==> src/core/i2c_port_defs.svh <==
// Timing counts, addresses and sizes for the two-wire port block
`ifndef I2C_PORT_DEFS_SVH
`define I2C_PORT_DEFS_SVH
`define SYS_CLK_PERIOD_NS 25
`define NS_TO_CYC(ns) (((ns) + `SYS_CLK_PERIOD_NS - 1) / `SYS_CLK_PERIOD_NS)
`define DEGLITCH_NS 50
`define DEGLITCH_CYC `NS_TO_CYC(`DEGLITCH_NS)
`define STD_LOW_NS 4700
`define STD_HIGH_NS 4000
`define FAST_LOW_NS 1300
`define FAST_HIGH_NS 600
`define STD_LOW_CYC `NS_TO_CYC(`STD_LOW_NS)
`define STD_HIGH_CYC `NS_TO_CYC(`STD_HIGH_NS)
`define FAST_LOW_CYC `NS_TO_CYC(`FAST_LOW_NS)
`define FAST_HIGH_CYC `NS_TO_CYC(`FAST_HIGH_NS)
`define BOOT_CYC 3
`define DUAL_ADDR_UPPER 4'h2
`define TARGET_ONLY_ADDR 7'h38
`define BYTE_BITS 8
`define FIFO_DEPTH 4
`define PEND_ADDRESSED 0
`define PEND_STOP 1
`endif

==> src/core/i2c_port_pkg.sv <==
// Types shared by the two-wire port block
package i2c_port_pkg;
  typedef enum logic [2:0] {
    T_IDLE = 3'h0,
    T_ADDR = 3'h1,
    T_ADDR_ACK = 3'h3,
    T_RX = 3'h2,
    T_RX_ACK = 3'h6,
    T_TX = 3'h7,
    T_TX_ACK = 3'h5,
    T_SKIP = 3'h4
  } tgt_state_t;
  typedef enum logic [2:0] {
    C_IDLE = 3'h0,
    C_START = 3'h1,
    C_LOW = 3'h3,
    C_HIGH = 3'h2,
    C_STOP = 3'h6
  } ctl_state_t;
  typedef enum logic [1:0] {
    CMD_START = 2'h0,
    CMD_WRITE = 2'h1,
    CMD_READ = 2'h2,
    CMD_STOP = 2'h3
  } ctl_cmd_t;
endpackage

==> src/core/byte_fifo.sv <==
// Small first-in first-out buffer with valid and ready on both sides
`timescale 1ns/1ps
`default_nettype none
module byte_fifo #(
  parameter int WIDTH = 8,
  parameter int DEPTH = 4
) (
  input wire logic sys_clk,
  input wire logic rstn,
  input wire logic wr_valid,
  output logic wr_ready,
  input wire logic [WIDTH-1:0] wr_data,
  output logic rd_valid,
  input wire logic rd_ready,
  output logic [WIDTH-1:0] rd_data
);
  localparam int AW = $clog2(DEPTH);
  typedef struct packed {
    logic [DEPTH-1:0][WIDTH-1:0] mem;
    logic [AW-1:0] wp;
    logic [AW-1:0] rp;
    logic [AW:0] count;
  } fifo_state_t;
  fifo_state_t q;
  fifo_state_t n;
  logic do_wr;
  logic do_rd;

  assign wr_ready = q.count != (AW+1)'(DEPTH);
  assign rd_valid = q.count != '0;
  assign rd_data = q.mem[q.rp];

  always_comb begin
    do_wr = wr_valid && wr_ready;
    do_rd = rd_valid && rd_ready;
    n = q;
    if (do_wr) begin
      n.mem[q.wp] = wr_data;
      n.wp = q.wp + 1'b1;
    end
    if (do_rd) begin
      n.rp = q.rp + 1'b1;
    end
    n.count = q.count + (AW+1)'(do_wr) - (AW+1)'(do_rd);
  end

  always_ff @(posedge sys_clk or negedge rstn) begin
    if (!rstn) begin
      q <= '0;
    end else begin
      q <= n;
    end
  end
endmodule
`default_nettype wire

==> src/core/i2c_host_port_interface.sv <==
// Three two-wire serial ports: dual-role, target-only and controller-only
`include "i2c_port_defs.svh"
`timescale 1ns/1ps
`default_nettype none
module i2c_host_port_interface
  import i2c_port_pkg::*;
(
  input wire logic sys_clk,
  input wire logic rstn,
  input wire logic dual_role_port_scl_in,
  output logic dual_role_port_scl_out,
  output logic dual_role_port_scl_oe,
  input wire logic dual_role_port_sda_in,
  output logic dual_role_port_sda_out,
  output logic dual_role_port_sda_oe,
  input wire logic target_only_port_scl_in,
  output logic target_only_port_scl_out,
  output logic target_only_port_scl_oe,
  input wire logic target_only_port_sda_in,
  output logic target_only_port_sda_out,
  output logic target_only_port_sda_oe,
  input wire logic controller_only_port_scl_in,
  output logic controller_only_port_scl_out,
  output logic controller_only_port_scl_oe,
  input wire logic controller_only_port_sda_in,
  output logic controller_only_port_sda_out,
  output logic controller_only_port_sda_oe,
  input wire logic [2:0] address_strap_pin,
  input wire logic dual_role_ctrl_mode,
  input wire logic [1:0][6:0] tgt_addr_mask,
  input wire logic [1:0][6:0] tgt_addr_override,
  output logic [1:0][7:0] tgt_rx_data,
  output logic [1:0] tgt_rx_valid,
  input wire logic [1:0] tgt_rx_ready,
  input wire logic [1:0][7:0] tgt_tx_data,
  input wire logic [1:0] tgt_tx_valid,
  output logic [1:0] tgt_tx_ready,
  input wire logic [7:0] core_event,
  input wire logic [1:0][7:0] tgt_irq_mask,
  input wire logic [1:0][7:0] tgt_irq_clear,
  output logic dual_role_port_irq,
  output logic target_only_port_irq,
  input wire logic fast_mode,
  input wire logic [1:0][1:0] ctl_cmd,
  input wire logic [1:0] ctl_cmd_valid,
  output logic [1:0] ctl_cmd_ready,
  input wire logic [1:0][7:0] ctl_wdata,
  input wire logic [1:0] ctl_rd_nack,
  output logic [1:0][7:0] ctl_rdata,
  output logic [1:0] ctl_done,
  output logic [1:0] ctl_nack,
  output logic controller_port_irq,
  input wire logic controller_port_irq_clear
);
  typedef struct packed {
    logic [5:0] s1;
    logic [5:0] s2;
    logic [5:0] line;
    logic [5:0] line_d;
    logic [5:0][1:0] dg;
    logic [2:0] strap_s1;
    logic [2:0] strap_s2;
    logic [2:0] strap;
    logic [1:0] boot_cnt;
    logic booted;
    tgt_state_t [1:0] ts;
    logic [1:0][7:0] tsh;
    logic [1:0][3:0] tcnt;
    logic [1:0] trw;
    logic [1:0] tsda_oe;
    logic [1:0] tscl_oe;
    logic [1:0][7:0] pend;
    ctl_state_t [1:0] cs;
    logic [1:0][8:0] csh;
    logic [1:0][3:0] ccnt;
    logic [1:0][7:0] ctim;
    logic [1:0] csda_oe;
    logic [1:0] cscl_oe;
    logic [1:0] held;
    logic [1:0] busy;
    logic [1:0] cdone;
    logic [1:0] cnack;
    logic [1:0][7:0] crx;
    logic cirq;
  } core_state_t;

  core_state_t q;
  core_state_t n;
  logic [1:0] push;
  logic [1:0] push_ready;
  logic [5:0] pin_in;

  function automatic logic [6:0] addr_of(input logic [6:0] dflt, input logic [6:0] mask,
                                         input logic [6:0] ovr);
    addr_of = (dflt & ~mask) | (ovr & mask);
  endfunction

  // Index 0/1 dual-role, 2/3 target-only, 4/5 controller-only (clock, data)
  assign pin_in = {controller_only_port_sda_in, controller_only_port_scl_in,
                   target_only_port_sda_in, target_only_port_scl_in,
                   dual_role_port_sda_in, dual_role_port_scl_in};

  // --------------------------------------------------------------------
  // Next state
  // --------------------------------------------------------------------
  always_comb begin
    logic sclh, sdah, rise, fall, start, stop, en, tim_done;
    logic [6:0] dflt, addr;
    logic [7:0] lo_cyc, hi_cyc;
    int k;
    sclh = 1'b0;
    sdah = 1'b0;
    rise = 1'b0;
    fall = 1'b0;
    start = 1'b0;
    stop = 1'b0;
    en = 1'b0;
    tim_done = 1'b0;
    dflt = '0;
    addr = '0;
    k = 0;
    lo_cyc = fast_mode ? 8'(`FAST_LOW_CYC) : 8'(`STD_LOW_CYC);
    hi_cyc = fast_mode ? 8'(`FAST_HIGH_CYC) : 8'(`STD_HIGH_CYC);
    n = q;
    push = '0;
    tgt_tx_ready = '0;
    ctl_cmd_ready = '0;
    n.s1 = pin_in;
    n.s2 = q.s1;
    n.line_d = q.line;
    for (int i = 0; i < 6; i++) begin
      if (q.s2[i] == q.line[i]) begin
        n.dg[i] = 2'h0;
      end else if (q.dg[i] == 2'(`DEGLITCH_CYC - 1)) begin
        n.line[i] = q.s2[i];
        n.dg[i] = 2'h0;
      end else begin
        n.dg[i] = q.dg[i] + 2'h1;
      end
    end
    // Strap code is caught once, a few cycles after reset release
    n.strap_s1 = address_strap_pin;
    n.strap_s2 = q.strap_s1;
    if (!q.booted) begin
      n.boot_cnt = q.boot_cnt + 2'h1;
      if (q.boot_cnt == 2'(`BOOT_CYC)) begin
        n.strap = q.strap_s2;
        n.booted = 1'b1;
      end
    end

    // ------------------------------------------------------------------
    // Target engines: 0 dual-role, 1 target-only
    // ------------------------------------------------------------------
    for (int p = 0; p < 2; p++) begin
      k = 2 * p;
      sclh = q.line[k];
      sdah = q.line[k+1];
      rise = q.line[k] & ~q.line_d[k];
      fall = ~q.line[k] & q.line_d[k];
      start = q.line_d[k] & sclh & q.line_d[k+1] & ~sdah;
      stop = q.line_d[k] & sclh & ~q.line_d[k+1] & sdah;
      en = (p == 1) || (!dual_role_ctrl_mode && q.booted);
      dflt = (p == 0) ? {`DUAL_ADDR_UPPER, q.strap} : `TARGET_ONLY_ADDR;
      addr = addr_of(dflt, tgt_addr_mask[p], tgt_addr_override[p]);
      n.pend[p] = (q.pend[p] & ~tgt_irq_clear[p]) | core_event;
      if (!en) begin
        n.ts[p] = T_IDLE;
        n.tsda_oe[p] = 1'b0;
        n.tscl_oe[p] = 1'b0;
      end else if (start) begin
        n.ts[p] = T_ADDR;
        n.tcnt[p] = 4'h0;
        n.tsda_oe[p] = 1'b0;
        n.tscl_oe[p] = 1'b0;
      end else if (stop) begin
        if (q.ts[p] != T_IDLE && q.ts[p] != T_SKIP) begin
          n.pend[p][`PEND_STOP] = 1'b1;
        end
        n.ts[p] = T_IDLE;
        n.tsda_oe[p] = 1'b0;
        n.tscl_oe[p] = 1'b0;
      end else begin
        unique case (q.ts[p])
          T_IDLE, T_SKIP: begin
            n.tsda_oe[p] = 1'b0;
          end
          T_ADDR, T_RX: begin
            if (rise && q.tcnt[p] != 4'(`BYTE_BITS)) begin
              n.tsh[p] = {q.tsh[p][6:0], sdah};
              n.tcnt[p] = q.tcnt[p] + 4'h1;
            end else if (q.tcnt[p] == 4'(`BYTE_BITS) && !sclh) begin
              if (q.ts[p] == T_RX) begin
                if (push_ready[p]) begin
                  push[p] = 1'b1;
                  n.ts[p] = T_RX_ACK;
                  n.tsda_oe[p] = 1'b1;
                  n.tscl_oe[p] = 1'b0;
                end else begin
                  n.tscl_oe[p] = 1'b1;
                end
              end else if (q.tsh[p][7:1] == addr) begin
                n.ts[p] = T_ADDR_ACK;
                n.tsda_oe[p] = 1'b1;
                n.trw[p] = q.tsh[p][0];
                n.pend[p][`PEND_ADDRESSED] = 1'b1;
              end else begin
                n.ts[p] = T_SKIP;
              end
            end
          end
          T_ADDR_ACK, T_RX_ACK: begin
            if (fall) begin
              n.tsda_oe[p] = 1'b0;
              n.tcnt[p] = 4'h0;
              n.ts[p] = q.trw[p] ? T_TX : T_RX;
            end
          end
          T_TX: begin
            if (q.tcnt[p] == 4'h0) begin
              if (!sclh) begin
                tgt_tx_ready[p] = 1'b1;
                if (tgt_tx_valid[p]) begin
                  n.tsh[p] = tgt_tx_data[p];
                  n.tsda_oe[p] = ~tgt_tx_data[p][7];
                  n.tcnt[p] = 4'h1;
                  n.tscl_oe[p] = 1'b0;
                end else begin
                  n.tscl_oe[p] = 1'b1;
                end
              end
            end else if (fall) begin
              if (q.tcnt[p] == 4'(`BYTE_BITS)) begin
                n.tsda_oe[p] = 1'b0;
                n.ts[p] = T_TX_ACK;
              end else begin
                n.tsh[p] = {q.tsh[p][6:0], 1'b0};
                n.tsda_oe[p] = ~q.tsh[p][6];
                n.tcnt[p] = q.tcnt[p] + 4'h1;
              end
            end
          end
          T_TX_ACK: begin
            if (rise && sdah) begin
              n.ts[p] = T_SKIP;
            end else if (fall) begin
              n.ts[p] = T_TX;
              n.tcnt[p] = 4'h0;
            end
          end
        endcase
      end
    end

    // ------------------------------------------------------------------
    // Controller engines: 0 dual-role, 1 controller-only
    // ------------------------------------------------------------------
    for (int c = 0; c < 2; c++) begin
      k = (c == 0) ? 0 : 4;
      sclh = q.line[k];
      sdah = q.line[k+1];
      start = q.line_d[k] & sclh & q.line_d[k+1] & ~sdah;
      stop = q.line_d[k] & sclh & ~q.line_d[k+1] & sdah;
      en = (c == 1) || dual_role_ctrl_mode;
      tim_done = q.ctim[c] == 8'h0;
      n.cdone[c] = 1'b0;
      if (start) begin
        n.busy[c] = 1'b1;
      end else if (stop) begin
        n.busy[c] = 1'b0;
      end
      if (!tim_done) begin
        n.ctim[c] = q.ctim[c] - 8'h1;
      end
      if (!en) begin
        n.cs[c] = C_IDLE;
        n.csda_oe[c] = 1'b0;
        n.cscl_oe[c] = 1'b0;
        n.held[c] = 1'b0;
      end else begin
        unique case (q.cs[c])
          C_IDLE: begin
            if (ctl_cmd[c] == CMD_START) begin
              ctl_cmd_ready[c] = !q.busy[c] || q.held[c];
            end else begin
              ctl_cmd_ready[c] = q.held[c];
            end
            if (ctl_cmd_valid[c] && ctl_cmd_ready[c]) begin
              n.ccnt[c] = 4'h0;
              n.ctim[c] = lo_cyc;
              unique case (ctl_cmd_t'(ctl_cmd[c]))
                CMD_START: begin
                  n.cs[c] = C_START;
                  n.csda_oe[c] = 1'b0;
                end
                CMD_WRITE: begin
                  n.cs[c] = C_LOW;
                  n.csh[c] = {ctl_wdata[c], 1'b1};
                end
                CMD_READ: begin
                  n.cs[c] = C_LOW;
                  n.csh[c] = {8'hff, ctl_rd_nack[c]};
                end
                CMD_STOP: begin
                  n.cs[c] = C_STOP;
                  n.csda_oe[c] = 1'b1;
                end
              endcase
            end
          end
          C_START: begin
            if (q.ccnt[c] == 4'h0) begin
              if (tim_done) begin
                n.cscl_oe[c] = 1'b0;
                n.ccnt[c] = 4'h1;
                n.ctim[c] = hi_cyc;
              end
            end else if (q.ccnt[c] == 4'h1) begin
              if (!sclh) begin
                n.ctim[c] = hi_cyc;
              end else if (tim_done) begin
                n.csda_oe[c] = 1'b1;
                n.ccnt[c] = 4'h2;
                n.ctim[c] = hi_cyc;
              end
            end else if (tim_done) begin
              n.cscl_oe[c] = 1'b1;
              n.held[c] = 1'b1;
              n.cdone[c] = 1'b1;
              n.cs[c] = C_IDLE;
            end
          end
          C_LOW: begin
            n.cscl_oe[c] = 1'b1;
            n.csda_oe[c] = ~q.csh[c][8];
            if (tim_done) begin
              n.cscl_oe[c] = 1'b0;
              n.ctim[c] = hi_cyc;
              n.cs[c] = C_HIGH;
            end
          end
          C_HIGH: begin
            if (!sclh) begin
              n.ctim[c] = hi_cyc;
            end else if (tim_done) begin
              n.csh[c] = {q.csh[c][7:0], sdah};
              n.cscl_oe[c] = 1'b1;
              if (q.ccnt[c] == 4'(`BYTE_BITS)) begin
                n.crx[c] = q.csh[c][7:0];
                n.cnack[c] = sdah;
                n.cdone[c] = 1'b1;
                n.cs[c] = C_IDLE;
              end else begin
                n.ccnt[c] = q.ccnt[c] + 4'h1;
                n.ctim[c] = lo_cyc;
                n.cs[c] = C_LOW;
              end
            end
          end
          C_STOP: begin
            if (q.ccnt[c] == 4'h0) begin
              if (tim_done) begin
                n.cscl_oe[c] = 1'b0;
                n.ccnt[c] = 4'h1;
                n.ctim[c] = hi_cyc;
              end
            end else if (!sclh) begin
              n.ctim[c] = hi_cyc;
            end else if (tim_done) begin
              n.csda_oe[c] = 1'b0;
              n.held[c] = 1'b0;
              n.cdone[c] = 1'b1;
              n.cs[c] = C_IDLE;
            end
          end
          default: begin
            n.cs[c] = C_IDLE;
          end
        endcase
      end
    end
    // Set wins over clear
    n.cirq = (q.cirq & ~controller_port_irq_clear) | (q.cdone[1] & q.cnack[1]);
  end

  always_ff @(posedge sys_clk or negedge rstn) begin
    if (!rstn) begin
      q <= '0;
    end else begin
      q <= n;
    end
  end

  // --------------------------------------------------------------------
  // Receive buffers toward the core
  // --------------------------------------------------------------------
  for (genvar p = 0; p < 2; p++) begin : g_rx_fifo
    byte_fifo #(.WIDTH(8), .DEPTH(`FIFO_DEPTH)) u_fifo (
      .sys_clk(sys_clk),
      .rstn(rstn),
      .wr_valid(push[p]),
      .wr_ready(push_ready[p]),
      .wr_data(q.tsh[p]),
      .rd_valid(tgt_rx_valid[p]),
      .rd_ready(tgt_rx_ready[p]),
      .rd_data(tgt_rx_data[p])
    );
  end

  // --------------------------------------------------------------------
  // Pads and outputs (open drain: output level is always low)
  // --------------------------------------------------------------------
  assign dual_role_port_scl_out = 1'b0;
  assign dual_role_port_sda_out = 1'b0;
  assign target_only_port_scl_out = 1'b0;
  assign target_only_port_sda_out = 1'b0;
  assign controller_only_port_scl_out = 1'b0;
  assign controller_only_port_sda_out = 1'b0;
  assign dual_role_port_scl_oe = q.tscl_oe[0] | q.cscl_oe[0];
  assign dual_role_port_sda_oe = q.tsda_oe[0] | q.csda_oe[0];
  assign target_only_port_scl_oe = q.tscl_oe[1];
  assign target_only_port_sda_oe = q.tsda_oe[1];
  assign controller_only_port_scl_oe = q.cscl_oe[1];
  assign controller_only_port_sda_oe = q.csda_oe[1];
  assign dual_role_port_irq = |(q.pend[0] & tgt_irq_mask[0]);
  assign target_only_port_irq = |(q.pend[1] & tgt_irq_mask[1]);
  assign ctl_rdata = q.crx;
  assign ctl_done = q.cdone;
  assign ctl_nack = q.cnack;
  assign controller_port_irq = q.cirq;

  // --------------------------------------------------------------------
  // Checks
  // --------------------------------------------------------------------
  logic t1_rise;
  logic t1_start;
  logic t1_stop;
  logic t1_byte_end;
  logic [6:0] t1_addr;
  assign t1_rise = q.line[2] & ~q.line_d[2];
  assign t1_start = q.line_d[2] & q.line[2] & q.line_d[3] & ~q.line[3];
  assign t1_stop = q.line_d[2] & q.line[2] & ~q.line_d[3] & q.line[3];
  assign t1_byte_end = q.tcnt[1] == 4'(`BYTE_BITS) && !q.line[2] && !t1_start && !t1_stop;
  assign t1_addr = addr_of(`TARGET_ONLY_ADDR, tgt_addr_mask[1], tgt_addr_override[1]);
endmodule
`default_nettype wire

==> config.mk <==
export PLATFORM = sky130hd
export DESIGN_NAME = i2c_host_port_interface
export DESIGN_NICKNAME = d
export VERILOG_FILES = /design/src/core/i2c_port_pkg.sv /design/src/core/byte_fifo.sv /design/src/core/i2c_host_port_interface.sv
export VERILOG_INCLUDE_DIRS = /design/src /design/src/core
export SDC_FILE = /design/constraint.sdc
export NUM_CORES = 1
export LEC_CHECK = 0
export BUFFER_PORTS_ARGS = -buffer_cell sky130_fd_sc_hd__buf_2
export CAP_MARGIN = 20
export CORE_UTILIZATION = 55
export DETAILED_ROUTE_END_ITERATION = 10
export PLACE_DENSITY = 0.76
export SYNTH_ARGS = -nofsm -noshare
export SYNTH_HDL_FRONTEND = slang
export SYNTH_HIERARCHICAL = 1
export SYNTH_SLANG_ARGS = --single-unit
==> constraint.sdc <==
create_clock -name sys_clk -period 3.7 [get_ports sys_clk]
set_input_delay 0.185 -clock sys_clk [delete_from_list [all_inputs] [get_ports sys_clk]]
set_output_delay 0.185 -clock sys_clk [all_outputs]
set_load 0.005 [all_outputs]
After elaboration in Yosys (flattened, before gate mapping). Index checks and enable logic that the tools add are counted.

Reductions and logical operators: 99. Equal/unequal tests: 159. Order comparisons: 6. Multiplexer cells: 346. Bitwise logic cells: 71. $add $sub $neg: 21.

Operators with widths (count): two-way mux 8 bit (41); two-way mux 4 bit (40); two-way mux 1 bit (156); two-way mux 3 bit (48); != test 3 bit, second input constant (36); != test 4 bit, second input constant (20); case mux 8 bit (5 select lines) (2); case mux 9 bit (2 select lines) (4); != test 5 bit, second input constant (14); bitwise mux 32 bit (2); case mux 4 bit (4 select lines) (4); AND reduction 9 bit (7); two-way mux 9 bit (6); != test 2 bit, second input constant (23); AND reduction 8 bit (5); two-way mux 2 bit (17); AND 8 bit (4); binary-select mux 8 bit (select 2 bit) (2); demux 8 bit (select 2 bit) (2); inverter 1 bit (32); case mux 8 bit (2 select lines) (2); == test 3 bit, second input constant (10); != test 6 bit, second input constant (5); case mux 3 bit (5 select lines) (2); 57 further kinds (218).

Bits in registers: 255. Logic and storage cells: 772. Output and inout bits: 57.

Longest topological paths before layout.
Word-level depth: 12. Gate-level depth with buffers: 15. Mapped depth without buffers: 12.

By module. The synthesis kept the hierarchy.

Modules (own cells, without submodules): i2c_host_port_interface (seq. area each 4429.2 µm², times used 1, area an instance 10968.0 µm², cells each 1215); byte_fifo at g_rx_fifo[1].u_fifo (seq. area each 975.9 µm², times used 1, area an instance 2697.6 µm², cells each 238); byte_fifo at g_rx_fifo[0].u_fifo (seq. area each 975.9 µm², times used 1, area an instance 2671.3 µm², cells each 238).

Worst setup path after synthesis. Ideal clock, no wire load.

Path kind: reg2reg. From: reg q (netlist bit n[154]). To: reg g_rx_fifo[0].u_fifo/q[2] (netlist bit). Data arrival time: 2.930 ns. Setup time: 0.123 ns. Path slack: 0.647 ns. Buffers on the path: 3. Stages on the path, launching flop included: 16. Cell sequence: dfrtp_1 > clkbuf_1 > xnor2_1 > nor2_1 > nor2_1 > nand3_1 > nor4_1 > buf_2 > clkbuf_1 > nand2b_1 > ha_1 > inv_1 > ha_1 > fa_1 > xnor2_1 > xnor2_1.

RTL lines: from (decl) (line i2c_host_port_interface.sv:87) `core_state_t q;`; from (signal assigned) (line i2c_host_port_interface.sv:390) `q <= n;`; to (signal assigned) (line byte_fifo.sv:51) `q <= n;`; to (decl) (line byte_fifo.sv:24) `fifo_state_t q;`.

==> out/qor.yml <==
outcome:
  status: "complete, no violations"
global_routing:
  grt_util_all_layers: 0.283
  grt_pass1_wl_um: 70900
  grt_max_degree: 111
  antenna_found_initial: 1
  grt_overflow: 0
  grt_pass1_vias: 13800
yosys:
  synthCells: 1691
  synth_warnings: 6
  syn_area_um2: 16300
  ys_async_sr_fraction: 1.00
  synthFlopType: "dfrtp_1"
  yosysSeqAreaShare: 0.391
  yosysUniqueCellTypes: 96
  syn_area_per_cell_um2: 9.66
  ys_ff_latch: 255
  synth_edf_count: 0
critical_path:
  critPathRequiredTime_ns: 3.51
  critPathKind: "reg2out"
  endpoint_kind: "output port"
  cp-start-kind: "register"
  cp_max_fo: 10
  arrival_ns: 2.96
worst_hold_path:
  min_path_type: "in2reg"
clock_network:
  cts-resized-gates: 0
  cts_tree: "built"
  root_buffer: "clkbuf_16"
  post_cts_buffers: 0
  clockBufferDepth: 3
  cts_max_level: 1
  clock-sinks: 255
  insertion_delay_ns: 0.56
  ctsHoldBuffers: 63
  numCtsBuffers: 29
  clkTransAtPathRegs_ns: 0.06
sta:
  rsz0062_at_grt: "false"
  skew_ns: 0.0278
  period_share: 0.850
  slew_headroom: 0.377
  setup_viol: 0
  period_needed_ns: 3.15
  slew_viol_final: 0
  max_freq_ghz: 0.318
  fin_setup_tns_ns: 0
  worst_pin_slew_ns: 0.932
  finalHoldViolations: 0
placed_design:
  port_buffers: 176
  place.gp.congestion: 0.957
  dp_hpwl_um: 28300
finish:
  drive_above_1_share: 0.236
  layout_commonest_cell: "dfrtp_1"
  layout.nets: 1991
  register_area_um2: 6380
  multi_input_area_um2: 8900
  fillers: 2308
  area_growth_pct: 14.6
  final_cell_mix: "255 x dfrtp_1, 175 x buf_2, 103 x nand2_1, 93 x nand3_1, 88 x nor2_1"
floorplanning:
  rows: 62
  die_x_um: 174
  core_area_um2: 28900
  die-area_um2: 30400
  die_h_um: 174
  ios: 183
  start_util: 0.565
power:
  power.density_nw_per_um2: 690
  peakVddDrop_mv: 0.795
  leakagePower_nw: 7.95
  power_mw: 12.9
routing:
  wl_um: 43300
  firstDrtPassIters: 7
  final_antenna_net_count: 0
  drtIter0Drc: 1294
  wl_per_cell_um: 19.3
  remaining_drc_errors: 0
  vias: 14000
  viasPerCell: 6.24
run:
  maxCapViolCount: 0
[through the flow]
stage | cells | cell area, um2 | hold slack, ns | util | setup slack, ns
floorplan | 1696 | 16400 | -0.111 | - | 0.647
global placement | 2126 | 17200 | 0.294 | 0.593 | 0.781
detailed placement | 2126 | 17200 | 0.295 | 0.593 | 0.717
CTS | 2239 | 18700 | 0.00708 | 0.647 | 0.550
global route | 2239 | 18700 | 0.0181 | 0.647 | 0.373
finish | 2240 | 18700 | 0.0287 | 0.647 | 0.554
[power by group]
group / switching, mW / internal, mW
clock network: 1.17 / 1.65
logic: 3.13 / 2.51
registers: 1.00 / 3.48
[state kept, by name, indices dropped and copies added, names as in the netlist, named ones only]
name / flops
controller_only_port_sda_oe: 1
controller_port_irq: 1
ctl_done: 2
ctl_nack: 2
ctl_rdata: 16
g_rx_fifo.u_fifo/q: 78
n: 15
q: 137
target_only_port_scl_oe: 1
target_only_port_sda_oe: 1
[layer usage]
metal,track usage,wire [um],vias up
li1,-,-,6508
met5,0,0,-
met1,0.388,19200,6940
met2,0.469,21100,439
met3,0.0315,2060,84
met4,0.0852,1000,0
[cells by family (layout without fill, tap and decap cells)]
| logic type | after synthesis | count (layout) | share of synthesized area |
|---|---|---|---|
| flip-flops | 255 | 255 | 0.391 |
| adder cells (fa/ha/maj) | 30 | 30 | 0.0237 |
| AND/OR/NAND/NOR | 547 | 547 | 0.203 |
| other | 1 | 7 | 0.000230 |
| AO/OA/AOI/OAI | 486 | 486 | 0.215 |
| multiplexers | 97 | 97 | 0.0787 |
| buffers and inverters | 234 | 393 | 0.0668 |
| XOR/XNOR | 41 | 41 | 0.0220 |
[synth_stat cells (all sizes together), types with 7 or more instances]
library cell  number  share of area
a211oi            10         0.0049
a21bo             65          0.040
a21o              21         0.0096
a21oi             72          0.022
a22oi             14         0.0064
a311oi             8         0.0043
a31oi             13         0.0050
and2              10         0.0038
and3               7         0.0027
buf               70          0.029
clkbuf            92          0.021
dfrtp            255           0.39
ha                27          0.021
inv               70          0.016
mux2              65          0.047
mux2i             16         0.0098
mux4              16          0.022
nand2            103          0.024
nand2b            26          0.010
nand3             93          0.028
nand3b            12         0.0055
nand4             11         0.0042
nand4bb           65          0.045
nor2              89          0.021
nor2b             28          0.011
nor3              26         0.0083
nor3b             16         0.0097
o211ai            85          0.040
o21a              11         0.0051
o21ai             91          0.028
o22ai             13         0.0050
o31ai              9         0.0041
or3               18         0.0069
xnor2             26          0.014
xor2              15         0.0080
[worst max-delay path, cell delays in order (launching register included)]
cell and delay (ns):
dfrtp_1 0.43, inv_1 0.09, ha_1 0.23, nor3b_1 0.36, nor2b_1 0.78, nor3b_1 0.34
buf_2 0.17
[worst paths after layout]
kind,start,to,slack [ns],depth (start not counted)
setup / recovery,q[99],tgt_tx_ready[0],0.55,6
hold / removal,tgt_tx_data[10],q[117],0.03,3
setup reg to reg,q[29],ctl_rdata[1],0.67,7
hold reg to reg,n[135],q[135],0.35,0
max in group asynchronous,rstn,n[157],2.40,3
min in group asynchronous,rstn,g_rx_fifo[1].u_fifo/q[17],0.31,2
[area by class of cell]
type                            count  area share
Sequential cell                   255       0.341
Inverter                           72      0.0144
Clock inverter                     10     0.00448
Clock buffer                       40      0.0452
Antenna cell                        1    0.000134
Multi-Input combinational cell   1207       0.475
Timing Repair Buffer              271      0.0941
Tap cell                          384      0.0257
Power figures use the tool's default switching activity.
